===== src/hdl/ctic_pkg.sv =====
// Package of constants and carrier types for the cycle timing and interval counter.
package ctic_pkg;

	// ------------------------------------------------------------
	// Timing chain
	// ------------------------------------------------------------
	localparam int unsigned OSC_PER_STATE   = 3;
	localparam int unsigned STATES_PER_CYC  = 5;
	localparam int unsigned PRESCALE_DIV    = 32;
	localparam int unsigned CLK_PERIOD_NS   = 10;
	// Shortest and longest programmed delay at the nominal 6 MHz oscillator.
	localparam int unsigned MIN_DELAY_NS    = 80000;
	localparam int unsigned MAX_DELAY_NS    = 20480000;
	localparam int unsigned TICKS_FULL      = 256;

	localparam logic [2:0] STATE_LAST = 3'h2;
	localparam logic [2:0] CYC_LAST   = 3'h4;
	localparam logic [4:0] PRE_LAST   = 5'h1F;
	localparam logic [7:0] COUNT_MAX  = 8'hFF;
	localparam logic [7:0] COUNT_ZERO = 8'h00;

	// ------------------------------------------------------------
	// Interrupt vectors
	// ------------------------------------------------------------
	localparam logic [9:0] VEC_HOST  = 10'h003;
	localparam logic [9:0] VEC_TIMER = 10'h007;

	// ------------------------------------------------------------
	// APB register map
	// ------------------------------------------------------------
	localparam logic [7:0] ADDR_CMD    = 8'h00;
	localparam logic [7:0] ADDR_COUNT  = 8'h04;
	localparam logic [7:0] ADDR_STATUS = 8'h08;
	localparam logic [7:0] ADDR_JUMP_TEST = 8'h0C;

	// Command register bit positions (write one to issue the instruction).
	localparam int unsigned CMD_START_TMR = 0;
	localparam int unsigned CMD_START_EVT = 1;
	localparam int unsigned CMD_HALT      = 2;
	localparam int unsigned CMD_IRQ_ON    = 3;
	localparam int unsigned CMD_IRQ_OFF   = 4;
	localparam int unsigned CMD_HOST_ON   = 5;
	localparam int unsigned CMD_HOST_OFF  = 6;
	localparam int unsigned CMD_RETURN    = 7;

	typedef enum logic [1:0] {
		CTIC_STOPPED,
		CTIC_TIMER,
		CTIC_EVENT
	} ctic_mode_t;

	typedef struct packed {
		logic       valid;
		logic [9:0] vector;
	} ctic_call_t;

endpackage


===== src/hdl/ctic_timer.sv =====
// Timing generator and 8-bit interval timer/event counter with APB access.
//
// Contract
// - State counter divides the oscillator by three.
// - Each machine cycle is exactly five consecutive states.
// - Cycle counter divides states by five to make the cycle strobe.
// - Cycle strobe is driven out continuously, never gated.
// - Eight-bit count register counts prescaled ticks or external events.
// - Software presets and samples the count register.
// - Only the load instruction presets the count; reset keeps it.
// - Reset or halt stops counting until a start instruction.
// - Running counter wraps from maximum to zero and continues.
// - Wrap to zero sets the overflow flag and a timer request.
// - Overflow flag is cleared by the jump test or by reset.
// - Timer request is latched and ORed with the host request.
// - Timer interrupt enable is separate from the host enable.
// - Enabled overflow forces a call to location 7.
// - Simultaneous requests serve the host source first at location 3.
// - Losing timer request stays pending until after host service return.
// - Entering the timer service clears the pending timer latch.
// - Timer mode gives delays of 80 us to 20.48 ms.
// - Timer input is the cycle clock divided by thirty-two.
// - Event mode counts high-to-low transitions of the event pin.
// - Event pin is sampled once per cycle; low after high counts.
// - Starting event mode keeps the existing count.
//
// The register offsets and the APB slave port were left to the implementer.
module ctic_timer
	import ctic_pkg::*;
(
	input  wire logic        CLOCK,      // Oscillator clock
	input  wire logic        ARST_N,     // Asynchronous reset, active low
	input  wire logic        PSEL,       // APB select
	input  wire logic        PENABLE,    // APB access phase
	input  wire logic        PWRITE,     // APB write
	input  wire logic [7:0]  PADDR,      // APB byte address
	input  wire logic [31:0] PWDATA,     // APB write data
	output logic             PREADY,     // APB ready
	output logic             PSLVERR,    // APB error on unmapped address
	output logic      [31:0] PRDATA,     // APB read data
	input  wire logic        EVENT_PIN,  // External event input
	input  wire logic        HOST_REQ,   // Host input buffer full request
	output logic             CYCLE_SYNC, // Machine cycle strobe
	output logic             IRQ_OUT,    // Combined interrupt request
	output logic             CALL_VALID, // Forced call pulse
	output logic       [9:0] CALL_VEC    // Forced call vector
);

	// ------------------------------------------------------------
	// Timing chain
	// ------------------------------------------------------------
	logic [2:0] state_cnt;
	logic [2:0] cyc_cnt;
	logic [4:0] pre_cnt;
	logic       state_end;
	logic       cyc_end;
	logic       tick;

	assign state_end = (state_cnt == STATE_LAST);
	assign cyc_end   = state_end && (cyc_cnt == CYC_LAST);
	assign tick      = cyc_end && (pre_cnt == PRE_LAST);

	always_ff @(posedge CLOCK or negedge ARST_N) begin
		if (!ARST_N) begin
			state_cnt <= 3'h0;
		end else if (state_end) begin
			state_cnt <= 3'h0;
		end else begin
			state_cnt <= state_cnt + 3'h1;
		end
	end

	always_ff @(posedge CLOCK or negedge ARST_N) begin
		if (!ARST_N) begin
			cyc_cnt <= 3'h0;
		end else if (cyc_end) begin
			cyc_cnt <= 3'h0;
		end else if (state_end) begin
			cyc_cnt <= cyc_cnt + 3'h1;
		end
	end

	// The strobe is high for the first state of every cycle; it is a
	// register so the pin never glitches.
	always_ff @(posedge CLOCK or negedge ARST_N) begin
		if (!ARST_N) begin
			CYCLE_SYNC <= 1'b0;
		end else begin
			CYCLE_SYNC <= cyc_end || (cyc_cnt == 3'h0 && !state_end);
		end
	end

	// The prescaler runs free so a timer start lands on any phase of it.
	always_ff @(posedge CLOCK or negedge ARST_N) begin
		if (!ARST_N) begin
			pre_cnt <= 5'h0;
		end else if (cyc_end) begin
			pre_cnt <= pre_cnt + 5'h1;
		end
	end

	// ------------------------------------------------------------
	// Event pin synchroniser and sampler
	// ------------------------------------------------------------
	logic ev_meta;
	logic ev_sync;
	logic ev_seen_high;
	logic ev_pulse;

	always_ff @(posedge CLOCK or negedge ARST_N) begin
		if (!ARST_N) begin
			ev_meta <= 1'b0;
			ev_sync <= 1'b0;
		end else begin
			ev_meta <= EVENT_PIN;
			ev_sync <= ev_meta;
		end
	end

	assign ev_pulse = cyc_end && ev_seen_high && !ev_sync;

	always_ff @(posedge CLOCK or negedge ARST_N) begin
		if (!ARST_N) begin
			ev_seen_high <= 1'b0;
		end else if (cyc_end) begin
			ev_seen_high <= ev_sync;
		end
	end

	// ------------------------------------------------------------
	// APB slave
	// ------------------------------------------------------------
	logic        acc;
	logic        wr;
	logic        mapped;
	logic [31:0] next_rdata;

	assign acc     = PSEL && PENABLE;
	assign wr      = acc && PWRITE;
	assign PREADY  = 1'b1;
	assign mapped  = (PADDR == ADDR_CMD) || (PADDR == ADDR_COUNT) ||
			(PADDR == ADDR_STATUS) || (PADDR == ADDR_JUMP_TEST);
	assign PSLVERR = acc && !mapped;

	logic cmd_wr;
	logic start_tmr;
	logic start_evt;
	logic halt;
	logic jump_test_rd;

	assign cmd_wr    = wr && (PADDR == ADDR_CMD);
	assign start_tmr = cmd_wr && PWDATA[CMD_START_TMR];
	assign start_evt = cmd_wr && PWDATA[CMD_START_EVT];
	assign halt      = cmd_wr && PWDATA[CMD_HALT];
	assign jump_test_rd = acc && !PWRITE && (PADDR == ADDR_JUMP_TEST);

	// ------------------------------------------------------------
	// Mode and count
	// ------------------------------------------------------------
	ctic_mode_t mode;
	logic [7:0] count;
	logic       inc;
	logic       wrap;

	always_ff @(posedge CLOCK or negedge ARST_N) begin
		if (!ARST_N) begin
			mode <= CTIC_STOPPED;
		end else if (halt) begin
			mode <= CTIC_STOPPED;
		end else if (start_evt) begin
			mode <= CTIC_EVENT;
		end else if (start_tmr) begin
			mode <= CTIC_TIMER;
		end
	end

	always_comb begin
		case (mode)
			CTIC_TIMER: inc = tick;
			CTIC_EVENT: inc = ev_pulse;
			CTIC_STOPPED: inc = 1'b0;
			default: inc = 1'b0;
		endcase
	end

	assign wrap = inc && (count == COUNT_MAX);

	// No reset branch: the count survives reset.
	always_ff @(posedge CLOCK) begin
		if (wr && PADDR == ADDR_COUNT) begin
			count <= PWDATA[7:0];
		end else if (inc) begin
			count <= count + 8'h01;
		end
	end

	// Marks a count loaded since reset, so hold checks never see an
	// unloaded register.
	logic count_set;

	always_ff @(posedge CLOCK or negedge ARST_N) begin
		if (!ARST_N) begin
			count_set <= 1'b0;
		end else if (wr && PADDR == ADDR_COUNT) begin
			count_set <= 1'b1;
		end
	end

	// ------------------------------------------------------------
	// Overflow flag and interrupts
	// ------------------------------------------------------------
	logic overflow_flag;
	logic tmr_pend;
	logic tmr_en;
	logic host_en;
	logic in_service;
	logic host_meta;
	logic host_sync;
	logic take_host;
	logic take_tmr;
	logic ret;

	assign ret = cmd_wr && PWDATA[CMD_RETURN];

	// A wrap wins over the jump test, and the test clears only a flag that
	// it reported, so a wrap after the setup edge is never lost.
	always_ff @(posedge CLOCK or negedge ARST_N) begin
		if (!ARST_N) begin
			overflow_flag <= 1'b0;
		end else if (wrap) begin
			overflow_flag <= 1'b1;
		end else if (jump_test_rd && PRDATA[0]) begin
			overflow_flag <= 1'b0;
		end
	end

	always_ff @(posedge CLOCK or negedge ARST_N) begin
		if (!ARST_N) begin
			host_meta <= 1'b0;
			host_sync <= 1'b0;
		end else begin
			host_meta <= HOST_REQ;
			host_sync <= host_meta;
		end
	end

	always_ff @(posedge CLOCK or negedge ARST_N) begin
		if (!ARST_N) begin
			tmr_en  <= 1'b0;
			host_en <= 1'b0;
		end else if (cmd_wr) begin
			if (PWDATA[CMD_IRQ_ON]) tmr_en <= 1'b1;
			else if (PWDATA[CMD_IRQ_OFF]) tmr_en <= 1'b0;
			if (PWDATA[CMD_HOST_ON]) host_en <= 1'b1;
			else if (PWDATA[CMD_HOST_OFF]) host_en <= 1'b0;
		end
	end

	assign take_host = !in_service && host_en && host_sync;
	assign take_tmr  = !in_service && !take_host && tmr_en && tmr_pend;

	// A new wrap on the entry cycle wins over the clear.
	always_ff @(posedge CLOCK or negedge ARST_N) begin
		if (!ARST_N) begin
			tmr_pend <= 1'b0;
		end else if (wrap) begin
			tmr_pend <= 1'b1;
		end else if (take_tmr) begin
			tmr_pend <= 1'b0;
		end
	end

	always_ff @(posedge CLOCK or negedge ARST_N) begin
		if (!ARST_N) begin
			in_service <= 1'b0;
		end else if (take_host || take_tmr) begin
			in_service <= 1'b1;
		end else if (ret) begin
			in_service <= 1'b0;
		end
	end

	always_ff @(posedge CLOCK or negedge ARST_N) begin
		if (!ARST_N) begin
			CALL_VALID <= 1'b0;
			CALL_VEC   <= 10'h000;
		end else begin
			CALL_VALID <= take_host || take_tmr;
			CALL_VEC   <= take_host ? VEC_HOST : VEC_TIMER;
		end
	end

	assign IRQ_OUT = (tmr_en && tmr_pend) || (host_en && host_sync);

	// ------------------------------------------------------------
	// Read data
	// ------------------------------------------------------------
	always_comb begin
		next_rdata = 32'h0;
		case (PADDR)
			ADDR_COUNT: next_rdata = {24'h0, count};
			ADDR_STATUS: next_rdata = {25'h0, in_service, host_en,
					tmr_en, tmr_pend, overflow_flag, mode};
			ADDR_JUMP_TEST: next_rdata = {31'h0, overflow_flag};
			default: next_rdata = 32'h0;
		endcase
	end

	// Read data is captured in the setup phase, so the access phase still
	// needs no wait state.
	always_ff @(posedge CLOCK or negedge ARST_N) begin
		if (!ARST_N) begin
			PRDATA <= 32'h0;
		end else if (PSEL && !PENABLE) begin
			PRDATA <= next_rdata;
		end
	end
endmodule


===== config.mk =====
export PLATFORM = sky130hd
export DESIGN_NAME = ctic_timer
export DESIGN_NICKNAME = d
export VERILOG_FILES = /design/src/hdl/ctic_pkg.sv /design/src/hdl/ctic_timer.sv
export SDC_FILE = /design/constraint.sdc
export NUM_CORES = 1
export LEC_CHECK = 0
export BUFFER_PORTS_ARGS = -buffer_cell sky130_fd_sc_hd__buf_2
export CAP_MARGIN = 25
export CORE_AREA = 2 2 69 71
export CTS_BUF_LIST = sky130_fd_sc_hd__clkbuf_8
export DETAILED_ROUTE_END_ITERATION = 7
export DIE_AREA = 0 0 71 73
export PLACE_DENSITY = 0.95
export SLEW_MARGIN = 20
export SYNTH_ARGS = -nofsm -noshare
export SYNTH_HDL_FRONTEND = slang
export SYNTH_SLANG_ARGS = --single-unit

===== constraint.sdc =====
create_clock -name CLOCK -period 3.3 [get_ports CLOCK]
set_clock_uncertainty 0.1 [all_clocks]
set_input_delay 0.99 -clock CLOCK [delete_from_list [all_inputs] [get_ports CLOCK]]
set_output_delay 0.99 -clock CLOCK [all_outputs]
set_load 0.05 [all_outputs]

==> results of run 1 <==
[cells in the final DEF, fill, tap and decap left out, types with 5 or more instances in the layout]
cell type                  Yosys  final
sky130_fd_sc_hd__a21oi_1       9      9
sky130_fd_sc_hd__conb_1        2     33
sky130_fd_sc_hd__nor2_1       12     12
sky130_fd_sc_hd__a22oi_1       7      7
sky130_fd_sc_hd__o21ai_0       5      5
sky130_fd_sc_hd__ha_1          7      7
sky130_fd_sc_hd__xnor2_1       7      7
sky130_fd_sc_hd__nand2_1      33     33
sky130_fd_sc_hd__dfrtp_1      35     35
sky130_fd_sc_hd__buf_2         1     38
sky130_fd_sc_hd__edfxtp_1      8      8
sky130_fd_sc_hd__inv_1         7      7
sky130_fd_sc_hd__nand3_1       6      6
sky130_fd_sc_hd__clkbuf_8      0      5
sky130_fd_sc_hd__o31ai_1       9      9
[per-layer routing]
layer	global-route usage [%]	vias to the layer above	routed length [µm]
met3	5.39	13	235
met1	17.9	766	1520
met5	0	-	0
met2	28.2	59	2140
met4	6.08	0	88
li1	-	778	-
[flip-flops by register name (all words and copies together) (netlist names), 2 cells and up]
signal     flops
pre_cnt        5
mode           2
count          8
cyc_cnt        3
PRDATA         8
state_cnt      3
CALL_VEC       2
[stage by stage]
| stage | cells | hold WS (ns) |
|---|---|---|
| final | 315 | 0.256 |
| after global routing | 315 | 0.266 |
| after CTS | 315 | 0.255 |
| after detailed placement | 307 | 0.236 |
| after global placement | 306 | 0.232 |
| after floorplan | 251 | 0.231 |
[power breakdown]
group	internal [mW]	total (mW)	leakage, nW	switching [mW]
clock	0.151	0.344	0.0443	0.192
sequential	0.543	0.545	0.506	0.00210
combinational	0.0178	0.134	0.625	0.116
[final cells by class]
cell class	count	area, µm²
clock inverter	3	25.0
sequential	43	1120
tap	54	67.6
inverter	7	26.3
timing repair buffer	40	205
multi-input combinational	163	957
clock buffer	5	68.8
fill	412	2070
[logic make-up (layout without fill, tap and decap cells)]
logic type,count (synthesis),after routing
AOI/OAI and AO/OA,39,39
xor gates and xnor gates,11,11
adders and majority gates,7,7
buffers and inverters,45,55
DFF,43,43
muxes,1,1
other,2,33
and+or+nand+nor,72,72
[worst paths after layout]
check                             startpoint          to  cells past startpoint
worst max-delay path                PADDR[5]     PSLVERR                      5
worst min-delay path                 ev_meta     ev_sync                      0
max in group asynchronous             ARST_N  cyc_cnt[0]                      1
worst max register to register  state_cnt[2]    count[5]                      4
min in group asynchronous             ARST_N   PRDATA[2]                      1
worst min register to register       ev_meta     ev_sync                      0
==> metrics.txt, run 1 <==
# TYPE chip_impl_metric gauge
chip_impl_info{name="run_status",value="complete, no violations"} 1
chip_impl_metric{name="antenna-diode-count",unit=""} 0
chip_impl_metric{name="worst-slew-pin-transition",unit="ns"} 0.779
chip_impl_metric{name="number_of_pins_with_negative_max_slew_slack_in_the_final_report",unit=""} 0
chip_impl_metric{name="hold_viol",unit=""} 0
chip_impl_metric{name="synthAdderAreaFrac",unit="%"} 3.89
chip_impl_info{name="hold_class",value="flop to flop"} 1
chip_impl_metric{name="total_cell_area_at_the_placement_stage",unit="mm²"} 0.00237
chip_impl_metric{name="grt_util_all_layers",unit="%"} 16.0
chip_impl_metric{name="clk_path_buf_depth",unit=""} 2
chip_impl_metric{name="relSlewSlack",unit="%"} 48.1
chip_impl_metric{name="cp.buffers_inverters",unit=""} 2
chip_impl_info{name="worstPathCellList",value="buf_2 -> nor4_2 -> nand2_1 -> and3_1 -> buf_2"} 1
chip_impl_metric{name="cts_resized",unit=""} 0
chip_impl_metric{name="antenna_found_initial",unit=""} 0
chip_impl_metric{name="worst_skew_pair.late_latency",unit="ns"} 0.30
chip_impl_metric{name="wl",unit="µm"} 3980
chip_impl_info{name="timing.critical_path.slowest_stage_cell",value="sky130_fd_sc_hd__nor4_2"} 1
chip_impl_metric{name="ff2ff_setup_slack",unit="ns"} 1.00
chip_impl_metric{name="synth-compound-area-share",unit="%"} 11.6
chip_impl_metric{name="first_global_vias",unit=""} 1487
chip_impl_metric{name="place.gp.congestion",unit=""} 0.833
chip_impl_metric{name="place_hpwl",unit="µm"} 3040
chip_impl_metric{name="leakagePower",unit="nW"} 1.18
chip_impl_metric{name="row_count",unit=""} 25
chip_impl_metric{name="layout.nets",unit=""} 314
chip_impl_metric{name="report.final.setup_viol",unit=""} 0
chip_impl_metric{name="final.period_utilization",unit="%"} 94.9
chip_impl_metric{name="cpPeakStageDelay",unit="ns"} 0.41
chip_impl_metric{name="cts.clk_slew.worst_paths",unit="ns"} 0.08
chip_impl_metric{name="grt_overflow",unit=""} 0
chip_impl_metric{name="detailroute.via_count",unit=""} 1616
chip_impl_metric{name="fp.dieArea",unit="mm²"} 0.00518
chip_impl_metric{name="yosys.area_share.xor_xnor",unit="%"} 4.28
chip_impl_info{name="cts_tree",value="done"} 1
chip_impl_metric{name="cts-hold-fix-buffers",unit=""} 0
chip_impl_metric{name="ctsHtreeMaxLevel",unit=""} 2
chip_impl_metric{name="worst_ir_drop_vdd",unit="mV"} 0.265
chip_impl_metric{name="arrival_time_of_the_worst_setup_path",unit="ns"} 2.04
chip_impl_metric{name="finish.utilization",unit="%"} 54.4
chip_impl_metric{name="fmax",unit="GHz"} 0.319
chip_impl_metric{name="yosys-mux-area-fraction",unit="%"} 0.500
chip_impl_metric{name="setup-tns-final",unit="ns"} 0
chip_impl_info{name="dominant_combinational_cell_family_by_area_after_synthesis",value="simple AND/OR/NAND/NOR gates"} 1
chip_impl_info{name="netlist_top_cells_count",value="sky130_fd_sc_hd__dfrtp_1 (35), sky130_fd_sc_hd__buf_4 (33), sky130_fd_sc_hd__nand2_1 (33)"} 1
chip_impl_metric{name="cts_setup_buffers",unit=""} 0
chip_impl_metric{name="stdcell_area",unit="mm²"} 0.00247
chip_impl_metric{name="wl_per_cell",unit="µm"} 12.6
chip_impl_info{name="worst_path_dominant_cell_family",value="simple AND/OR/NAND/NOR gates"} 1
chip_impl_metric{name="syn_inst",unit=""} 220
chip_impl_metric{name="first_pass_grt_wire_length",unit="µm"} 6490
chip_impl_metric{name="sequential_share_of_the_synthesized_area",unit="%"} 49.6
chip_impl_info{name="synth_ff_type",value="sky130_fd_sc_hd__dfrtp_1"} 1
chip_impl_metric{name="drv_cap",unit=""} 0
chip_impl_metric{name="port_buffers",unit=""} 37
chip_impl_metric{name="grt_start_max_net_pins",unit=""} 36
chip_impl_metric{name="cts_num_sinks",unit=""} 43
chip_impl_metric{name="drt_iter0_markers",unit=""} 126
chip_impl_metric{name="io_pins",unit=""} 94
chip_impl_info{name="cpMostUsedCell",value="sky130_fd_sc_hd__buf_2"} 1
chip_impl_metric{name="core-area",unit="mm²"} 0.00454
chip_impl_info{name="ctsRootBufferMaster",value="sky130_fd_sc_hd__clkbuf_8"} 1
chip_impl_info{name="worstSetupEndpointType",value="output pin"} 1
chip_impl_metric{name="drive_above_1_share",unit="%"} 21.1
chip_impl_metric{name="drt_pre_antenna_iters",unit=""} 4
chip_impl_metric{name="detail-route-antenna-nets",unit=""} 0
chip_impl_metric{name="synth-warning-count",unit=""} 0
chip_impl_info{name="start_kind",value="input pin"} 1
chip_impl_info{name="rsz0062_at_grt",value="no"} 1
chip_impl_metric{name="synth_edf_count",unit=""} 8
chip_impl_info{name="synth.most_common_cell",value="sky130_fd_sc_hd__dfrtp_1"} 1
chip_impl_metric{name="cts_inserted_buffers",unit=""} 5
chip_impl_metric{name="chipWidth",unit="µm"} 71
chip_impl_metric{name="post-synth-top-area-fraction",unit="%"} 38.9
chip_impl_metric{name="post_drt_via_cell_ratio",unit=""} 5.13
chip_impl_metric{name="power",unit="mW"} 1.02
chip_impl_metric{name="synth-seq-cells",unit=""} 43
chip_impl_metric{name="final.setup.worst_slack",unit="ns"} 0.169
chip_impl_metric{name="synth-simple-area-share",unit="%"} 16.8
chip_impl_metric{name="synth.avg_cell_area",unit="µm²"} 10.2
chip_impl_metric{name="syn_area",unit="mm²"} 0.00225
chip_impl_metric{name="powerDensity",unit="mW/mm²"} 415
chip_impl_metric{name="preCtsSetupSlack",unit="ns"} 0.181
chip_impl_info{name="critPathKind",value="input pin to output pin"} 1
chip_impl_metric{name="worstPathMaxFanout",unit=""} 4
chip_impl_metric{name="fin_crit",unit="ns"} 3.13
chip_impl_metric{name="worstPathRequired",unit="ns"} 2.21
chip_impl_metric{name="drc",unit=""} 0
chip_impl_info{name="synth_area_leader_cell",value="sky130_fd_sc_hd__dfrtp_1"} 1
chip_impl_metric{name="async_reset_ff_share",unit="%"} 81.4
chip_impl_metric{name="syn2layout_area_growth",unit="%"} 9.56
chip_impl_metric{name="initial_utilization",unit="%"} 49.6
chip_impl_metric{name="synth_cell_types",unit=""} 39
chip_impl_metric{name="fp.dieH",unit="µm"} 73
chip_impl_info{name="ys_top_cells_by_area",value="sky130_fd_sc_hd__dfrtp_1 (39%), sky130_fd_sc_hd__buf_4 (11%), sky130_fd_sc_hd__edfxtp_1 (11%)"} 1
No activity file was read; power rests on OpenSTA's default activity.
==> inputs of run 2 (changes only) <==
==> constraint.sdc (replaced) <==
create_clock -name CLOCK -period 3.3 [get_ports CLOCK]
set_clock_uncertainty 0.1 [all_clocks]
set_input_delay 0.33 -clock CLOCK [delete_from_list [all_inputs] [get_ports CLOCK]]
set_output_delay 0.33 -clock CLOCK [all_outputs]
set_load 0.05 [all_outputs]
==> run 2 against run 1 <==
Effect of this change:
- the flow now finishes with violations (negative hold slack)
- cell count fell by 0.32%
- maximum frequency increased by 38%
- critical path depth fell by 1
- critical endpoint is now count[7]
- largest cell class unchanged
==> metrics.txt, run 2 (same netlist as run 1, synthesis figures left out) <==
# TYPE chip_impl_metric gauge
chip_impl_metric{name="cpPeakStageDelay",unit="ns"} 0.55
chip_impl_info{name="failing_checks",value="negative hold slack"} 1
chip_impl_metric{name="place.gp.congestion",unit=""} 0.822
chip_impl_metric{name="io_pins",unit=""} 94
chip_impl_metric{name="leakagePower",unit="nW"} 1.17
chip_impl_metric{name="instances_no_fill",unit=""} 314
chip_impl_info{name="ctsRootBufferMaster",value="sky130_fd_sc_hd__clkbuf_8"} 1
chip_impl_metric{name="power",unit="mW"} 1.02
chip_impl_metric{name="cts_resized",unit=""} 0
chip_impl_info{name="rsz0062_at_grt",value="no"} 1
chip_impl_metric{name="syn2layout_area_growth",unit="%"} 9.17
chip_impl_metric{name="wl_per_cell",unit="µm"} 12.5
chip_impl_metric{name="drt_pre_antenna_iters",unit=""} 4
chip_impl_metric{name="place_inst",unit=""} 306
chip_impl_metric{name="finalHoldWorstSlack",unit="ns"} -0.00792
chip_impl_info{name="start_kind",value="flop"} 1
chip_impl_metric{name="cts_num_sinks",unit=""} 43
chip_impl_metric{name="cts_inserted_buffers",unit=""} 5
chip_impl_metric{name="fp.dieArea",unit="mm²"} 0.00518
chip_impl_metric{name="chipWidth",unit="µm"} 71
chip_impl_info{name="run_status",value="finished, violations left"} 1
chip_impl_metric{name="ctsHtreeMaxLevel",unit=""} 2
chip_impl_info{name="most-common-layout-cells",value="sky130_fd_sc_hd__buf_2 (38), sky130_fd_sc_hd__dfrtp_1 (35), sky130_fd_sc_hd__conb_1 (33), sky130_fd_sc_hd__nand2_1 (33), sky130_fd_sc_hd__nor2_1 (12)"} 1
chip_impl_metric{name="grt_util_all_layers",unit="%"} 16.0
chip_impl_metric{name="worst-slew-pin-transition",unit="ns"} 0.766
chip_impl_metric{name="multiInputGateArea",unit="µm²"} 957
chip_impl_info{name="mostFrequentLayoutCell",value="sky130_fd_sc_hd__buf_2"} 1
chip_impl_metric{name="worst_ir_drop_vdd",unit="mV"} 0.234
chip_impl_metric{name="hold_viol",unit=""} 19
chip_impl_metric{name="ff2ff_setup_slack",unit="ns"} 1.04
chip_impl_metric{name="detailroute.via_count",unit=""} 1594
chip_impl_metric{name="antenna-diode-count",unit=""} 0
chip_impl_metric{name="drc",unit=""} 0
chip_impl_metric{name="relSlewSlack",unit="%"} 48.9
chip_impl_metric{name="cts_setup_buffers",unit=""} 0
chip_impl_metric{name="arrival_time_of_the_worst_setup_path",unit="ns"} 2.17
chip_impl_info{name="critPathKind",value="flop to flop"} 1
chip_impl_metric{name="detail-route-antenna-nets",unit=""} 0
chip_impl_metric{name="clk_path_buf_depth",unit=""} 2
chip_impl_metric{name="number_of_pins_with_negative_max_slew_slack_in_the_final_report",unit=""} 0
chip_impl_metric{name="cts.clk_slew.worst_paths",unit="ns"} 0.09
chip_impl_metric{name="drv_cap",unit=""} 0
chip_impl_metric{name="seqCellArea",unit="mm²"} 0.00112
chip_impl_metric{name="drive_above_1_share",unit="%"} 20.8
chip_impl_metric{name="total_cell_area_at_the_placement_stage",unit="mm²"} 0.00236
chip_impl_metric{name="wl",unit="µm"} 3920
chip_impl_metric{name="row_count",unit=""} 25
chip_impl_metric{name="grt_overflow",unit=""} 0
chip_impl_info{name="timing.critical_path.slowest_stage_cell",value="sky130_fd_sc_hd__o31ai_1"} 1
chip_impl_metric{name="initial_utilization",unit="%"} 49.6
chip_impl_metric{name="fmax",unit="GHz"} 0.442
chip_impl_info{name="worstSetupEndpointType",value="flop"} 1
chip_impl_metric{name="cts-hold-fix-buffers",unit=""} 0
chip_impl_metric{name="post_drt_via_cell_ratio",unit=""} 5.08
chip_impl_metric{name="powerDensity",unit="mW/mm²"} 417
chip_impl_metric{name="core-area",unit="mm²"} 0.00454
chip_impl_metric{name="worstPathMaxFanout",unit=""} 9
chip_impl_metric{name="worst_skew_pair.late_latency",unit="ns"} 0.30
chip_impl_metric{name="report.final.setup_viol",unit=""} 0
chip_impl_metric{name="fin_crit",unit="ns"} 2.26
chip_impl_metric{name="worstPathRequired",unit="ns"} 3.21
chip_impl_metric{name="reg2regPathDepth",unit=""} 4
chip_impl_info{name="worstPathCellList",value="nor3b_4 -> nand3_4 -> o31ai_1 -> buf_2"} 1
chip_impl_info{name="rr_startpoint",value="state_cnt[2]"} 1
chip_impl_metric{name="antenna_found_initial",unit=""} 0
chip_impl_metric{name="final.period_utilization",unit="%"} 68.6
chip_impl_info{name="hold_class",value="input pin to async pin"} 1
chip_impl_metric{name="layout.nets",unit=""} 313
chip_impl_info{name="cts_tree",value="done"} 1
chip_impl_info{name="worst_r2r_endpoint",value="count[7]"} 1
chip_impl_metric{name="fp.dieH",unit="µm"} 73
chip_impl_metric{name="grt_start_max_net_pins",unit=""} 36
chip_impl_info{name="largestRegisters",value="PRDATA: 8 flops, count: 8 flops, pre_cnt: 5 flops"} 1
chip_impl_metric{name="drt_iter0_markers",unit=""} 76
chip_impl_metric{name="first_pass_grt_wire_length",unit="µm"} 6490
chip_impl_metric{name="first_global_vias",unit=""} 1500
chip_impl_metric{name="port_buffers",unit=""} 37
chip_impl_metric{name="place_hpwl",unit="µm"} 2940
chip_impl_metric{name="fillerInstances",unit=""} 419
chip_impl_metric{name="setup-tns-final",unit="ns"} 0
chip_impl_metric{name="stdcell_area",unit="mm²"} 0.00246
## run 2: per-layer routing
metal	share of wire [%]	global-route usage, %
met1	39	18.4
met2	54	28.2
met3	6.5	4.01
met4	0.94	6.92
met5	0	0
## run 2: power by group
part           internal (mW)  switching (mW)
sequential             0.543         0.00217
combinational         0.0176           0.115
clock                  0.151           0.194
total                  0.712           0.311
## run 2: cell type report
class,instances,area share (%)
sequential,43,45.4
clock inverter,3,0.967
multi-input combinational,163,39.0
clock buffer,5,2.80
timing repair buffer,39,8.04
inverter,7,1.07
tap,54,2.75
## run 2: worst max-delay path by stage
stage,slack [ns],endpoint,start
after detailed placement,1.05,count[4],state_cnt[2]
after global placement,0.83,count[5],state_cnt[2]
after floorplan,1.15,count[0],state_cnt[2]
after CTS,1.05,count[3],state_cnt[2]
after global routing,0.88,count[3],state_cnt[2]
final,1.04,count[7],state_cnt[2]
## run 2: critical path: cells and delay by family (launching register included)
family | cells | cell delay (ns)
AND/OR/NAND/NOR | 2 | 0.60
AO/OA/AOI/OAI | 1 | 0.55
buffers and inverters | 1 | 0.29
flip-flops | 1 | 0.44
## run 2: through the flow
stage,worst slack [ns],util (%)
finish,1.04,54.2
global route,0.878,54.2
CTS,1.05,54.2
detailed placement,1.05,52.1
global placement,0.835,52.0
floorplan,1.15,-
